File: config.mk
export PLATFORM = sky130hd
export DESIGN_NAME = supply_status_trigger_io
export DESIGN_NICKNAME = d
export VERILOG_FILES = /design/src/core/supply_io_pkg.sv /design/src/core/supply_status_trigger_io.sv /design/src/core/trigger_input_filter.sv /design/src/core/trigger_output_gen.sv
export SDC_FILE = /design/constraint.sdc
export NUM_CORES = 1
export LEC_CHECK = 0
export BUFFER_PORTS_ARGS = -buffer_cell sky130_fd_sc_hd__buf_2
export CAP_MARGIN = 5
export CORE_ASPECT_RATIO = 1.75
export CORE_MARGIN = 10
export CORE_UTILIZATION = 40
export DETAILED_ROUTE_END_ITERATION = 6
export SLEW_MARGIN = 20
export SYNTH_ARGS = -nofsm -noshare
export SYNTH_HDL_FRONTEND = slang
export SYNTH_SLANG_ARGS = --single-unit
File: constraint.sdc
create_clock -name clk_i -period 3.4 [get_ports clk_i]
set_input_delay 0.68 -clock clk_i [delete_from_list [all_inputs] [get_ports clk_i]]
set_output_delay 0.68 -clock clk_i [all_outputs]
set_load 0.03 [all_outputs]
File: src/core/supply_io_pkg.sv
// Purpose: shared constants and types of the supply status and trigger block
// Assumes: 32-bit register port, word addresses as byte offsets
// Notes:   write field positions and three reset values live here; read layouts are coded in the module
`default_nettype none
package supply_io_pkg;
  localparam int unsigned   DATA_W          = 32;
  localparam int unsigned   ADDR_W          = 8;
  localparam int unsigned   TRIP_W          = 9;
  localparam int unsigned   WIDTH_W         = 16;
  localparam int unsigned   IRQ_W           = 3;

  localparam logic [7:0]    OFS_CTRL        = 8'h00;
  localparam logic [7:0]    OFS_TRIGGER_INPUT     = 8'h04;
  localparam logic [7:0]    OFS_TRIGGER_OUTPUT    = 8'h08;
  localparam logic [7:0]    OFS_STATE       = 8'h0c;
  localparam logic [7:0]    OFS_IRQ_STAT    = 8'h10;
  localparam logic [7:0]    OFS_IRQ_MASK    = 8'h14;

  // trigger input config fields
  localparam int unsigned   TI_ACT_LSB      = 0;
  localparam int unsigned   TI_SLOT_LSB     = 4;
  localparam int unsigned   TI_WIDTH_LSB    = 16;
  // trigger output config fields
  localparam int unsigned   TO_SEL_LSB      = 0;
  localparam int unsigned   TO_LVL_BIT      = 3;
  localparam int unsigned   TO_POL_BIT      = 4;
  localparam int unsigned   TO_WIDTH_LSB    = 16;
  // event select bits
  localparam int unsigned   SEL_ONOFF       = 0;
  localparam int unsigned   SEL_SETTING     = 1;
  localparam int unsigned   SEL_RECALL      = 2;
  // interrupt bits
  localparam int unsigned   IRQ_TRIGGER_INPUT     = 0;
  localparam int unsigned   IRQ_TRIGGER_OUTPUT    = 1;
  localparam int unsigned   IRQ_ALARM       = 2;

  localparam logic [WIDTH_W-1:0] RST_IN_WIDTH  = 16'h0064;
  localparam logic [WIDTH_W-1:0] RST_OUT_WIDTH = 16'h0064;
  localparam logic [2:0]         RST_EV_SEL    = 3'h1;

  typedef enum logic [1:0] {
    ACT_TOGGLE,
    ACT_RECALL,
    ACT_APPLY_V,
    ACT_APPLY_C
  } trig_action_t;

  typedef struct packed {
    logic              cv_reg;
    logic              cc_reg;
    logic              powered;
    logic [TRIP_W-1:0] trips;
  } supply_state_t;

  typedef struct packed {
    logic              write;
    logic              read;
    logic [ADDR_W-1:0] addr;
    logic [DATA_W-1:0] wdata;
  } reg_req_t;

  typedef struct packed {
    logic       recall;
    logic       apply_v;
    logic       apply_c;
    logic [3:0] slot;
  } trig_cmd_t;
endpackage
`default_nettype wire

File: src/core/supply_status_trigger_io.sv
// Purpose: status flags, trigger input actions and trigger output of a supply
// Assumes: supply state and trips come from logic on clk_i; trigger pin is async
// Notes:   registers on a plain strobe port, read data one cycle after the strobe
`default_nettype none
// Notes on behaviour
// - cv flag low while regulating constant voltage with output enabled
// - cc flag low while regulating constant current with output enabled
// - alarm flag low when any protection trips
// - alarm, power and output flags are active low
// - output-on flag low while output enabled
// - trigger performs one configured action
// - trigger accepted only at or above configured pulse width
// - trigger output fires on selected events
// - trigger output pulses or holds configured level
// - trigger output rests high when idle
module supply_status_trigger_io
  import supply_io_pkg::*;
(
  input  wire logic                clk_i,
  input  wire logic                rst_b_i,
  input  wire supply_state_t       supply_i,
  input  wire logic                setting_changed_i,
  input  wire logic                trigger_input_n_i,
  input  wire logic [ADDR_W-1:0]   reg_addr_i,
  input  wire logic [DATA_W-1:0]   reg_wdata_i,
  input  wire logic                reg_write_i,
  input  wire logic                reg_read_i,
  output logic [DATA_W-1:0]        reg_rdata_o,
  output logic                     output_enable_o,
  output trig_cmd_t                trig_cmd_o,
  output logic                     const_voltage_flag_n_o,
  output logic                     const_current_flag_n_o,
  output logic                     protection_alarm_flag_n_o,
  output logic                     powered_flag_n_o,
  output logic                     output_on_flag_n_o,
  output logic                     trigger_output_o,
  output logic                     irq_o
);
  typedef struct packed {
    logic               out_en;
    logic [1:0]         act;
    logic [3:0]         slot;
    logic [WIDTH_W-1:0] in_width;
    logic [2:0]         ev_sel;
    logic               lvl_mode;
    logic               lvl_pol;
    logic [WIDTH_W-1:0] out_width;
    logic [IRQ_W-1:0]   irq_stat;
    logic [IRQ_W-1:0]   irq_mask;
    logic [DATA_W-1:0]  rdata;
    logic               alarm_q;
    logic               cv_n;
    logic               cc_n;
    logic               alm_n;
    logic               pwr_n;
    logic               on_n;
    trig_cmd_t          cmd;
  } core_t;

  core_t        st_q, st_d;
  reg_req_t     req;
  logic         accept;
  logic         alarm;
  logic         out_event;
  logic         cfg_out_wr;
  trig_action_t action;
  logic [IRQ_W-1:0] irq_set;

  assign req = '{write: reg_write_i, read: reg_read_i, addr: reg_addr_i, wdata: reg_wdata_i};
  assign action = trig_action_t'(st_q.act);
  assign alarm = |supply_i.trips;
  assign cfg_out_wr = req.write && (req.addr == OFS_TRIGGER_OUTPUT);

  trigger_input_filter u_trigger_input (
    .clk_i   (clk_i),
    .rst_b_i (rst_b_i),
    .pin_n_i (trigger_input_n_i),
    .width_i (st_q.in_width),
    .accept_o(accept)
  );

  // output on/off, setting changes and recalls, gated by the select mask
  assign out_event = (st_q.ev_sel[SEL_ONOFF] && (st_d.out_en != st_q.out_en))
                   || (st_q.ev_sel[SEL_SETTING]
                       && (setting_changed_i || st_q.cmd.apply_v || st_q.cmd.apply_c))
                   || (st_q.ev_sel[SEL_RECALL] && st_q.cmd.recall);

  trigger_output_gen u_trigger_output (
    .clk_i       (clk_i),
    .rst_b_i     (rst_b_i),
    .event_i     (out_event),
    .level_mode_i(st_q.lvl_mode),
    .level_pol_i (st_q.lvl_pol),
    .width_i     (st_q.out_width),
    .release_i   (cfg_out_wr),
    .trig_o      (trigger_output_o)
  );

  always_comb begin
    st_d = st_q;
    st_d.rdata = '0;
    st_d.cmd.recall = 1'b0;
    st_d.cmd.apply_v = 1'b0;
    st_d.cmd.apply_c = 1'b0;
    irq_set = '0;

    // register writes
    if (req.write) begin
      if (req.addr == OFS_CTRL) begin
        st_d.out_en = req.wdata[0];
      end else if (req.addr == OFS_TRIGGER_INPUT) begin
        st_d.act = req.wdata[TI_ACT_LSB +: 2];
        st_d.slot = req.wdata[TI_SLOT_LSB +: 4];
        st_d.in_width = req.wdata[TI_WIDTH_LSB +: WIDTH_W];
      end else if (req.addr == OFS_TRIGGER_OUTPUT) begin
        st_d.ev_sel = req.wdata[TO_SEL_LSB +: 3];
        st_d.lvl_mode = req.wdata[TO_LVL_BIT];
        st_d.lvl_pol = req.wdata[TO_POL_BIT];
        st_d.out_width = req.wdata[TO_WIDTH_LSB +: WIDTH_W];
      end else if (req.addr == OFS_IRQ_STAT) begin
        st_d.irq_stat = st_q.irq_stat & ~req.wdata[IRQ_W-1:0];
      end else if (req.addr == OFS_IRQ_MASK) begin
        st_d.irq_mask = req.wdata[IRQ_W-1:0];
      end
    end

    // one action per accepted trigger; trigger wins over a same-cycle write
    if (accept) begin
      case (action)
        ACT_TOGGLE:  st_d.out_en = !st_q.out_en;
        ACT_RECALL:  st_d.cmd.recall = 1'b1;
        ACT_APPLY_V: st_d.cmd.apply_v = 1'b1;
        default:     st_d.cmd.apply_c = 1'b1;
      endcase
      st_d.cmd.slot = st_q.slot;
    end

    // status flags, all active low
    st_d.cv_n = !(supply_i.cv_reg && st_q.out_en);
    st_d.cc_n = !(supply_i.cc_reg && st_q.out_en);
    st_d.alm_n = !alarm;
    st_d.pwr_n = !supply_i.powered;
    st_d.on_n = !st_q.out_en;

    // sticky events; set beats a same-cycle clear
    st_d.alarm_q = alarm;
    irq_set[IRQ_TRIGGER_INPUT] = accept;
    irq_set[IRQ_TRIGGER_OUTPUT] = out_event;
    irq_set[IRQ_ALARM] = alarm && !st_q.alarm_q;
    st_d.irq_stat = st_d.irq_stat | irq_set;

    // register reads, unmapped reads return zero
    if (req.read) begin
      if (req.addr == OFS_CTRL) begin
        st_d.rdata = DATA_W'(st_q.out_en);
      end else if (req.addr == OFS_TRIGGER_INPUT) begin
        st_d.rdata = {st_q.in_width, 8'h00, st_q.slot, 2'b00, st_q.act};
      end else if (req.addr == OFS_TRIGGER_OUTPUT) begin
        st_d.rdata = {st_q.out_width, 11'h000, st_q.lvl_pol, st_q.lvl_mode, st_q.ev_sel};
      end else if (req.addr == OFS_STATE) begin
        st_d.rdata = {16'h0000, 1'b0, trigger_output_o, st_q.alarm_q, supply_i.powered,
                      3'h0, supply_i.trips};
      end else if (req.addr == OFS_IRQ_STAT) begin
        st_d.rdata = DATA_W'(st_q.irq_stat);
      end else if (req.addr == OFS_IRQ_MASK) begin
        st_d.rdata = DATA_W'(st_q.irq_mask);
      end
    end
  end

  always_ff @(posedge clk_i) begin
    if (!rst_b_i) begin
      st_q <= '{out_en: 1'b0, act: 2'b00, slot: 4'h0, in_width: RST_IN_WIDTH,
                ev_sel: RST_EV_SEL, lvl_mode: 1'b0, lvl_pol: 1'b0,
                out_width: RST_OUT_WIDTH, irq_stat: '0, irq_mask: '0, rdata: '0,
                alarm_q: 1'b0, cv_n: 1'b1, cc_n: 1'b1, alm_n: 1'b1, pwr_n: 1'b1,
                on_n: 1'b1, cmd: '0};
    end else begin
      st_q <= st_d;
    end
  end

  assign reg_rdata_o = st_q.rdata;
  assign output_enable_o = st_q.out_en;
  assign trig_cmd_o = st_q.cmd;
  assign const_voltage_flag_n_o = st_q.cv_n;
  assign const_current_flag_n_o = st_q.cc_n;
  assign protection_alarm_flag_n_o = st_q.alm_n;
  assign powered_flag_n_o = st_q.pwr_n;
  assign output_on_flag_n_o = st_q.on_n;
  assign irq_o = |(st_q.irq_stat & st_q.irq_mask);
endmodule
`default_nettype wire

File: src/core/trigger_input_filter.sv
// Purpose: synchronise the trigger pin and accept pulses of a least width
// Assumes: pin is active low and asynchronous to clk_i
// Notes:   one accept pulse per qualifying low pulse
`default_nettype none
module trigger_input_filter
  import supply_io_pkg::*;
(
  input  wire logic               clk_i,
  input  wire logic               rst_b_i,
  input  wire logic               pin_n_i,
  input  wire logic [WIDTH_W-1:0] width_i,
  output logic                    accept_o
);
  typedef struct packed {
    logic               s1;
    logic               s2;
    logic [WIDTH_W-1:0] cnt;
    logic               fired;
    logic               accept;
  } filt_t;

  filt_t st_q, st_d;
  logic [WIDTH_W-1:0] need;

  always_comb begin
    need = (width_i == '0) ? WIDTH_W'(1) : width_i;
    st_d = st_q;
    st_d.s1 = pin_n_i;
    st_d.s2 = st_q.s1;
    st_d.accept = 1'b0;
    if (st_q.s2) begin
      st_d.cnt = '0;
      st_d.fired = 1'b0;
    end else if (!st_q.fired) begin
      // too-short pulses never reach the count
      if (st_q.cnt + WIDTH_W'(1) >= need) begin
        st_d.accept = 1'b1;
        st_d.fired = 1'b1;
      end else begin
        st_d.cnt = st_q.cnt + WIDTH_W'(1);
      end
    end
  end

  always_ff @(posedge clk_i) begin
    if (!rst_b_i) begin
      st_q <= '{s1: 1'b1, s2: 1'b1, cnt: '0, fired: 1'b0, accept: 1'b0};
    end else begin
      st_q <= st_d;
    end
  end

  assign accept_o = st_q.accept;
endmodule
`default_nettype wire

File: src/core/trigger_output_gen.sv
// Purpose: drive the trigger output as a pulse or a held level
// Assumes: events are one-cycle pulses on clk_i
// Notes:   a held level stays until release_i
`default_nettype none
module trigger_output_gen
  import supply_io_pkg::*;
(
  input  wire logic               clk_i,
  input  wire logic               rst_b_i,
  input  wire logic               event_i,
  input  wire logic               level_mode_i,
  input  wire logic               level_pol_i,
  input  wire logic [WIDTH_W-1:0] width_i,
  input  wire logic               release_i,
  output logic                    trig_o
);
  typedef struct packed {
    logic [WIDTH_W-1:0] cnt;
    logic               held;
    logic               out;
  } gen_t;

  gen_t st_q, st_d;

  always_comb begin
    st_d = st_q;
    if (release_i) begin
      st_d.held = 1'b0;
    end
    if (event_i && level_mode_i) begin
      st_d.held = 1'b1;
      st_d.cnt = '0;
    end else if (event_i) begin
      st_d.cnt = (width_i == '0) ? WIDTH_W'(1) : width_i;
    end else if (st_q.cnt != '0) begin
      st_d.cnt = st_q.cnt - WIDTH_W'(1);
    end
    // rests high unless a pulse runs or a level is held
    if (st_d.held) begin
      st_d.out = level_pol_i;
    end else begin
      st_d.out = (st_d.cnt == '0);
    end
  end

  always_ff @(posedge clk_i) begin
    if (!rst_b_i) begin
      st_q <= '{cnt: '0, held: 1'b0, out: 1'b1};
    end else begin
      st_q <= st_d;
    end
  end

  assign trig_o = st_q.out;
endmodule
`default_nettype wire

==> Word level (Yosys, flattened, before mapping) <==
Cells that the tools add are included.
{ "totals": {"ff_bits": 133, "latchBits": 0, "ram_bits": 0, "rom_bits": 0, "inputBits": 58, "output_inout_bits": 47, "wordCells": 126, "mem_count": 0} }
{ "op_classes": {"n_addsub": 2, "n_mul": 0, "n_div": 0, "order_cmp": 1, "n_eq_ne": 8, "shifts": 0, "n_mux": 31, "bitwise_logic": 12, "n_reduce_logical": 39} }
{ "op_table": {"columns": ["op", "n"], "rows": [
  ["$mux W16", 5],
  ["$mux W32", 2],
  ["$mux W50", 1],
  ["$mux W49", 1],
  ["$logic_not A16 Y1", 3],
  ["$mux W27", 1],
  ["$mux W22", 1],
  ["$mux W21", 1],
  ["$add A16 B1 Y16 const B", 1],
  ["$eq A8 B4 Y1 const B", 2],
  ["$eq A8 B5 Y1 const B", 2],
  ["$ge A16 B16 Y1", 1],
  ["$reduce_bool A16 Y1", 1],
  ["$sub A16 B1 Y16 const B", 1],
  ["$mux W15", 1],
  ["$mux W3", 5],
  ["$reduce_or A3 Y1", 4],
  ["$mux W1", 10],
  ["$reduce_or A9 Y1", 1],
  ["$eq A8 B3 Y1 const B", 1],
  ["$logic_and A1 B1 Y1", 8],
  ["$logic_not A8 Y1", 1],
  ["$not A1 Y1", 8],
  ["$reduce_or A7 Y1", 1],
  ["other kinds (18)", 30]
]} }

==> Longest topological paths before layout <==
{ "depth": {"depth_word": 17, "mapped_depth": 16} }

==> By module <==
A second synthesis with hierarchy kept.
{ "hier_totals": {"cells_unflattened": 767, "area_unflattened_um2": 6580.1} }
{ "by_module_without_submodules": {"columns": ["mod", "instances", "cells_per_inst", "area_per_inst_um2", "seq_area_each_um2"], "rows": [
  ["supply_status_trigger_io", 1, 435, 3888.7, 1821.7],
  ["trigger_input_filter", 1, 173, 1463.9, 400.4],
  ["trigger_output_gen", 1, 159, 1227.4, 360.3]
]} }

==> Least setup slack after synthesis <==
OpenSTA, ideal clock, no wires.
{ "synth_timing": {"path_type": "reg-to-reg", "startpoint": "register u_trigger_input.st_q[2] (netlist bit)", "endpoint": "register u_trigger_input.st_q[13] (netlist bit)", "setup_time_ns": 0.070, "t_arrival_ns": 3.502, "required_time_ns": 3.330, "slack_ns": -0.171, "stages_incl_launch_ff": 16, "n_path_buf": 1, "synth_period_minus_slack_ns": 3.571, "cell_sequence": "dfxtp_1 > ha_1 > nand3_2 > or2_4 > or2_4 > or2_4 > or3_4 > xnor2_1 > ha_1 > a21o_1 > a21oi_1 > o211ai_1 > a21o_1 > buf_6 > or3_1 > a21oi_1"} }
{ "synth_via": {"elab_chain_cells": 4} }
{ "synth_rtl": {"columns": ["item", "line", "text"], "rows": [
  ["start, declared", "trigger_input_filter.sv:22", "filt_t st_q, st_d;"],
  ["start signal, assigned", "trigger_input_filter.sv:47", "st_q <= '{s1: 1'b1, s2: 1'b1, cnt: '0, fired: 1'b0, accept: 1'b0};"],
  ["start signal, assigned", "trigger_input_filter.sv:49", "st_q <= st_d;"],
  ["$add A16 B1 Y16 *", "trigger_input_filter.sv:36, trigger_input_filter.sv:40", null],
  ["$ge A16 B16 Y1", "trigger_input_filter.sv:36", "if (st_q.cnt + WIDTH_W'(1) >= need) begin"],
  ["$not A1 Y1 (no line)", null, null],
  ["$reduce_and A2 Y1 (no line)", null, null]
]} }
Mark *: on every way between the ends. The rest lies on a longest branch, timed or not.
A chain may end at the register's enable or synchronous reset.

==> Worst setup path after layout <==
{ "layout_timing": {"startpoint": "register u_trigger_input.st_q[2] (netlist bit)", "endpoint": "register u_trigger_input.st_q[7] (netlist bit)"} }
Same word-level chain as after synthesis.

==> results.cfg <==
[worst_setup_path]
arrival_ns = 3.86
critPathRequiredTime_ns = 3.75
critical_path.startpoint = u_trigger_input.st_q[2]
regToRegStartpoint = u_trigger_input.st_q[2]
crit_fanout = 5
cp-start-kind = flop
worstSetupEndpointType = flop
worstSetupPathType = flop to flop

[clocking]
cts_max_path_buffers = 2
root_buffer = clkbuf_16
worstSkewPairLatency_ns = 0.41
path_clk_slew_ns = 0.06
clkSinkCount = 129
cts_buffers = 17
cts_tree = yes
cts-htree-levels = 4
ctsHoldBuffers = 0

[global_route]
grt-ovfl-total = 0
grt_max_degree = 38
first_global_vias = 5844
antenna_found_initial = 0
track_usage_pct = 17.33
grt_pass1_wl_microns = 29520

[synthesis]
ys_types = 64
ys.flop_type = dfxtp_1
synth_top_family_by_area = simple AND/OR/NAND/NOR gates
yosysSeqAreaShare_pct = 40.95
synth-adder-area-share_pct = 3.770
netlist.area_leader.share_pct = 40.95
async_flop_share_pct = 0
synth-compound-area-share_pct = 16.67
synthTopCellsByArea = dfxtp_1 (41%), nand2_1 (6.8%), buf_4 (5.0%)
avgSynthCellArea_sq_um = 8.408
synth_edf_count = 0
synth-simple-area-share_pct = 22.90
syn-instance-count = 750
yosys.area.top_type = dfxtp_1
yosysWarnings = 0
ys_seq_elements = 129
synth.area.mux_share_pct = 3.095
syn_area_sq_um = 6306
synth_xor_area_share_pct = 3.472

[die]
core_area_sq_um = 15460
fp.dieH_microns = 186.1
die_x_microns = 114.9
start_util_pct = 40.78
die_area_sq_um = 21390
ios = 105
rows = 60

[placement]
gp_congestion = 0.9062
place_area_sq_um = 6908
dp_slack_ns = -0.2684
dp_hpwl_microns = 13880
numPortBuffers = 92
place_inst = 999

[pwr]
p_total_mw = 4.318
peakVddDrop_v = 0.0002576
p_per_area_nw_per_um2 = 563.9
p_leak_nw = 3.136

[status]
violations = negative setup slack
status = finished with violations

[sta]
min_period_over_period_pct = 103.1
final_max_slew_viol_count = 0
worstMarginPinSlew_ns = 0.6653
fin_ws_ns = -0.1053
setup_viol = 12
hold_viol = 0
relSlewSlack_pct = 55.07
finalCriticalPeriod_ns = 3.505
max_clock_freq_mhz = 285.3
tns_ns = -0.5251
finalClockSkew_ns = 0.007187
rsz0062_at_grt = yes

[drt]
firstDrtPassIters = 5
drtIter0Drc = 323
wl_microns = 18510
ant_nets = 0
viasPerCell = 5.413
wl_per_cell_microns = 17.73
num_vias = 5651
remaining_drc_errors = 0

[finish]
area_growth_syn_to_layout_pct = 21.41
stdcell_area_sq_um = 7656
fin_nets = 922
fillers = 1507
multi_input_area_sq_um = 3258
drive_gt1_share_pct = 26.11
n_antenna_cell = 0
final-seq-area_sq_um = 2589
instances_no_fill = 1044

[worst_hold_path]
hold_path_class = flop to flop
min-delay-start = u_trigger_input.st_d[18]

[flow_run]
maxCapViolations = 0
## where the power goes
group	leakage [nW]	switching, mW	internal (mW)
sequential	1.05	0.106	1.60
clock	0.256	0.715	0.959
combinational	1.83	0.537	0.397
total	3.14	1.36	2.96
## routing by layer
metal | share of wire (%) | vias to the layer above | wire length (microns) | track usage, %
met5 | 0 | - | 0 | 0
met4 | 3.7 | 0 | 691 | 8.797
met3 | 3.8 | 45 | 711 | 3.578
met2 | 57 | 140 | 10520 | 33.27
met1 | 36 | 2699 | 6584 | 16.62
li1 | - | 2767 | - | -
## cells in the final DEF, fill, tap and decap left out, drive strengths merged, types with 19 or more instances in the layout
cell / count
a21boi: 24
nand2: 114
dfxtp: 129
ha: 19
a21oi: 49
o21ai: 25
nor2: 51
nand3: 21
buf: 149
inv: 31
## cell usage after synthesis (all sizes together) (2+ instances only)
cell type	count
mux2i	15
nor3	12
o41ai	3
a21oi	49
nand2	114
xor2	8
nand3	21
nand2b	5
a22oi	18
nor4	14
a311oi	2
and3	13
ha	19
a21boi	24
nand4	7
or2	7
o211a	2
or3	16
inv	27
mux2	4
o31ai	3
o21a	4
a41o	2
o211ai	5
xnor2	17
a211oi	5
clkbuf	28
a31oi	4
o21ai	25
nor2b	7
a21o	6
a222oi	2
nor2	51
and2	10
dfxtp	129
nand3b	2
or3b	2
a2111oi	2
or4	6
buf	49
## what timing repair did
| item | CTS | global route |
|---|---|---|
| pin swaps | 23 | 12 |
| cloned | 1 | 0 |
| endpoints found under the setup margin | 16 | 18 |
| resized for setup | 25 | 10 |
| setup buffers | 12 | 0 |
## through the flow
stage / utilization (%) / hold slack (ns)
floorplan: - / 0.3863
global placement: 44.67 / 0.4063
detailed placement: 44.67 / 0.3980
CTS: 49.30 / 0.4183
global route: 49.51 / 0.4311
finish: 49.51 / 0.4129
## registers in the layout, indices dropped and copies added (netlist names), 2 cells and up
register / count
action: 2
reg_rdata_o: 28
st_q: 48
trig_cmd_o: 7
u_trigger_input.st_q: 18
u_trigger_output.st_q: 17
## final timing paths
path                                                 end  slack (ns)  cells after the start
worst max register to register   u_trigger_input.st_q[7]       -0.11                     16
worst min-delay path            u_trigger_input.st_q[18]        0.41                      1
worst max-delay path             u_trigger_input.st_q[7]       -0.11                     16
worst min register to register  u_trigger_input.st_q[18]        0.41                      1
## critical path: stages (launching register included)
cell and delay [ns]:
dfxtp_4 0.36, ha_4 0.13, nand3_2 0.08, or2_4 0.24
or2_4 0.23, or2_4 0.24, or3_4 0.35, xnor2_2 0.13
ha_1 0.30, a21o_1 0.17, a21oi_2 0.15, o211ai_1 0.13
buf_4 0.16, buf_6 0.11, a21o_4 0.20, or3_1 0.34
a21oi_2 0.12
## cell type report
class                      count  share of cell area [%]
multi-input combinational    521                   42.56
sequential                   129                   33.81
timing repair buffer         149                   12.11
clock buffer                  18                   5.736
tap                          186                   3.040
clock inverter                14                   1.422
inverter                      27                   1.324
## cell families after synthesis
family | count (synthesis)
other cells | 1
xor+xnor | 25
buf+inv | 104
fa+ha+maj | 19
compound gates | 161
flops | 129
simple gates | 292
mux | 19
Note: power is estimated with default switching activity, not from simulation.
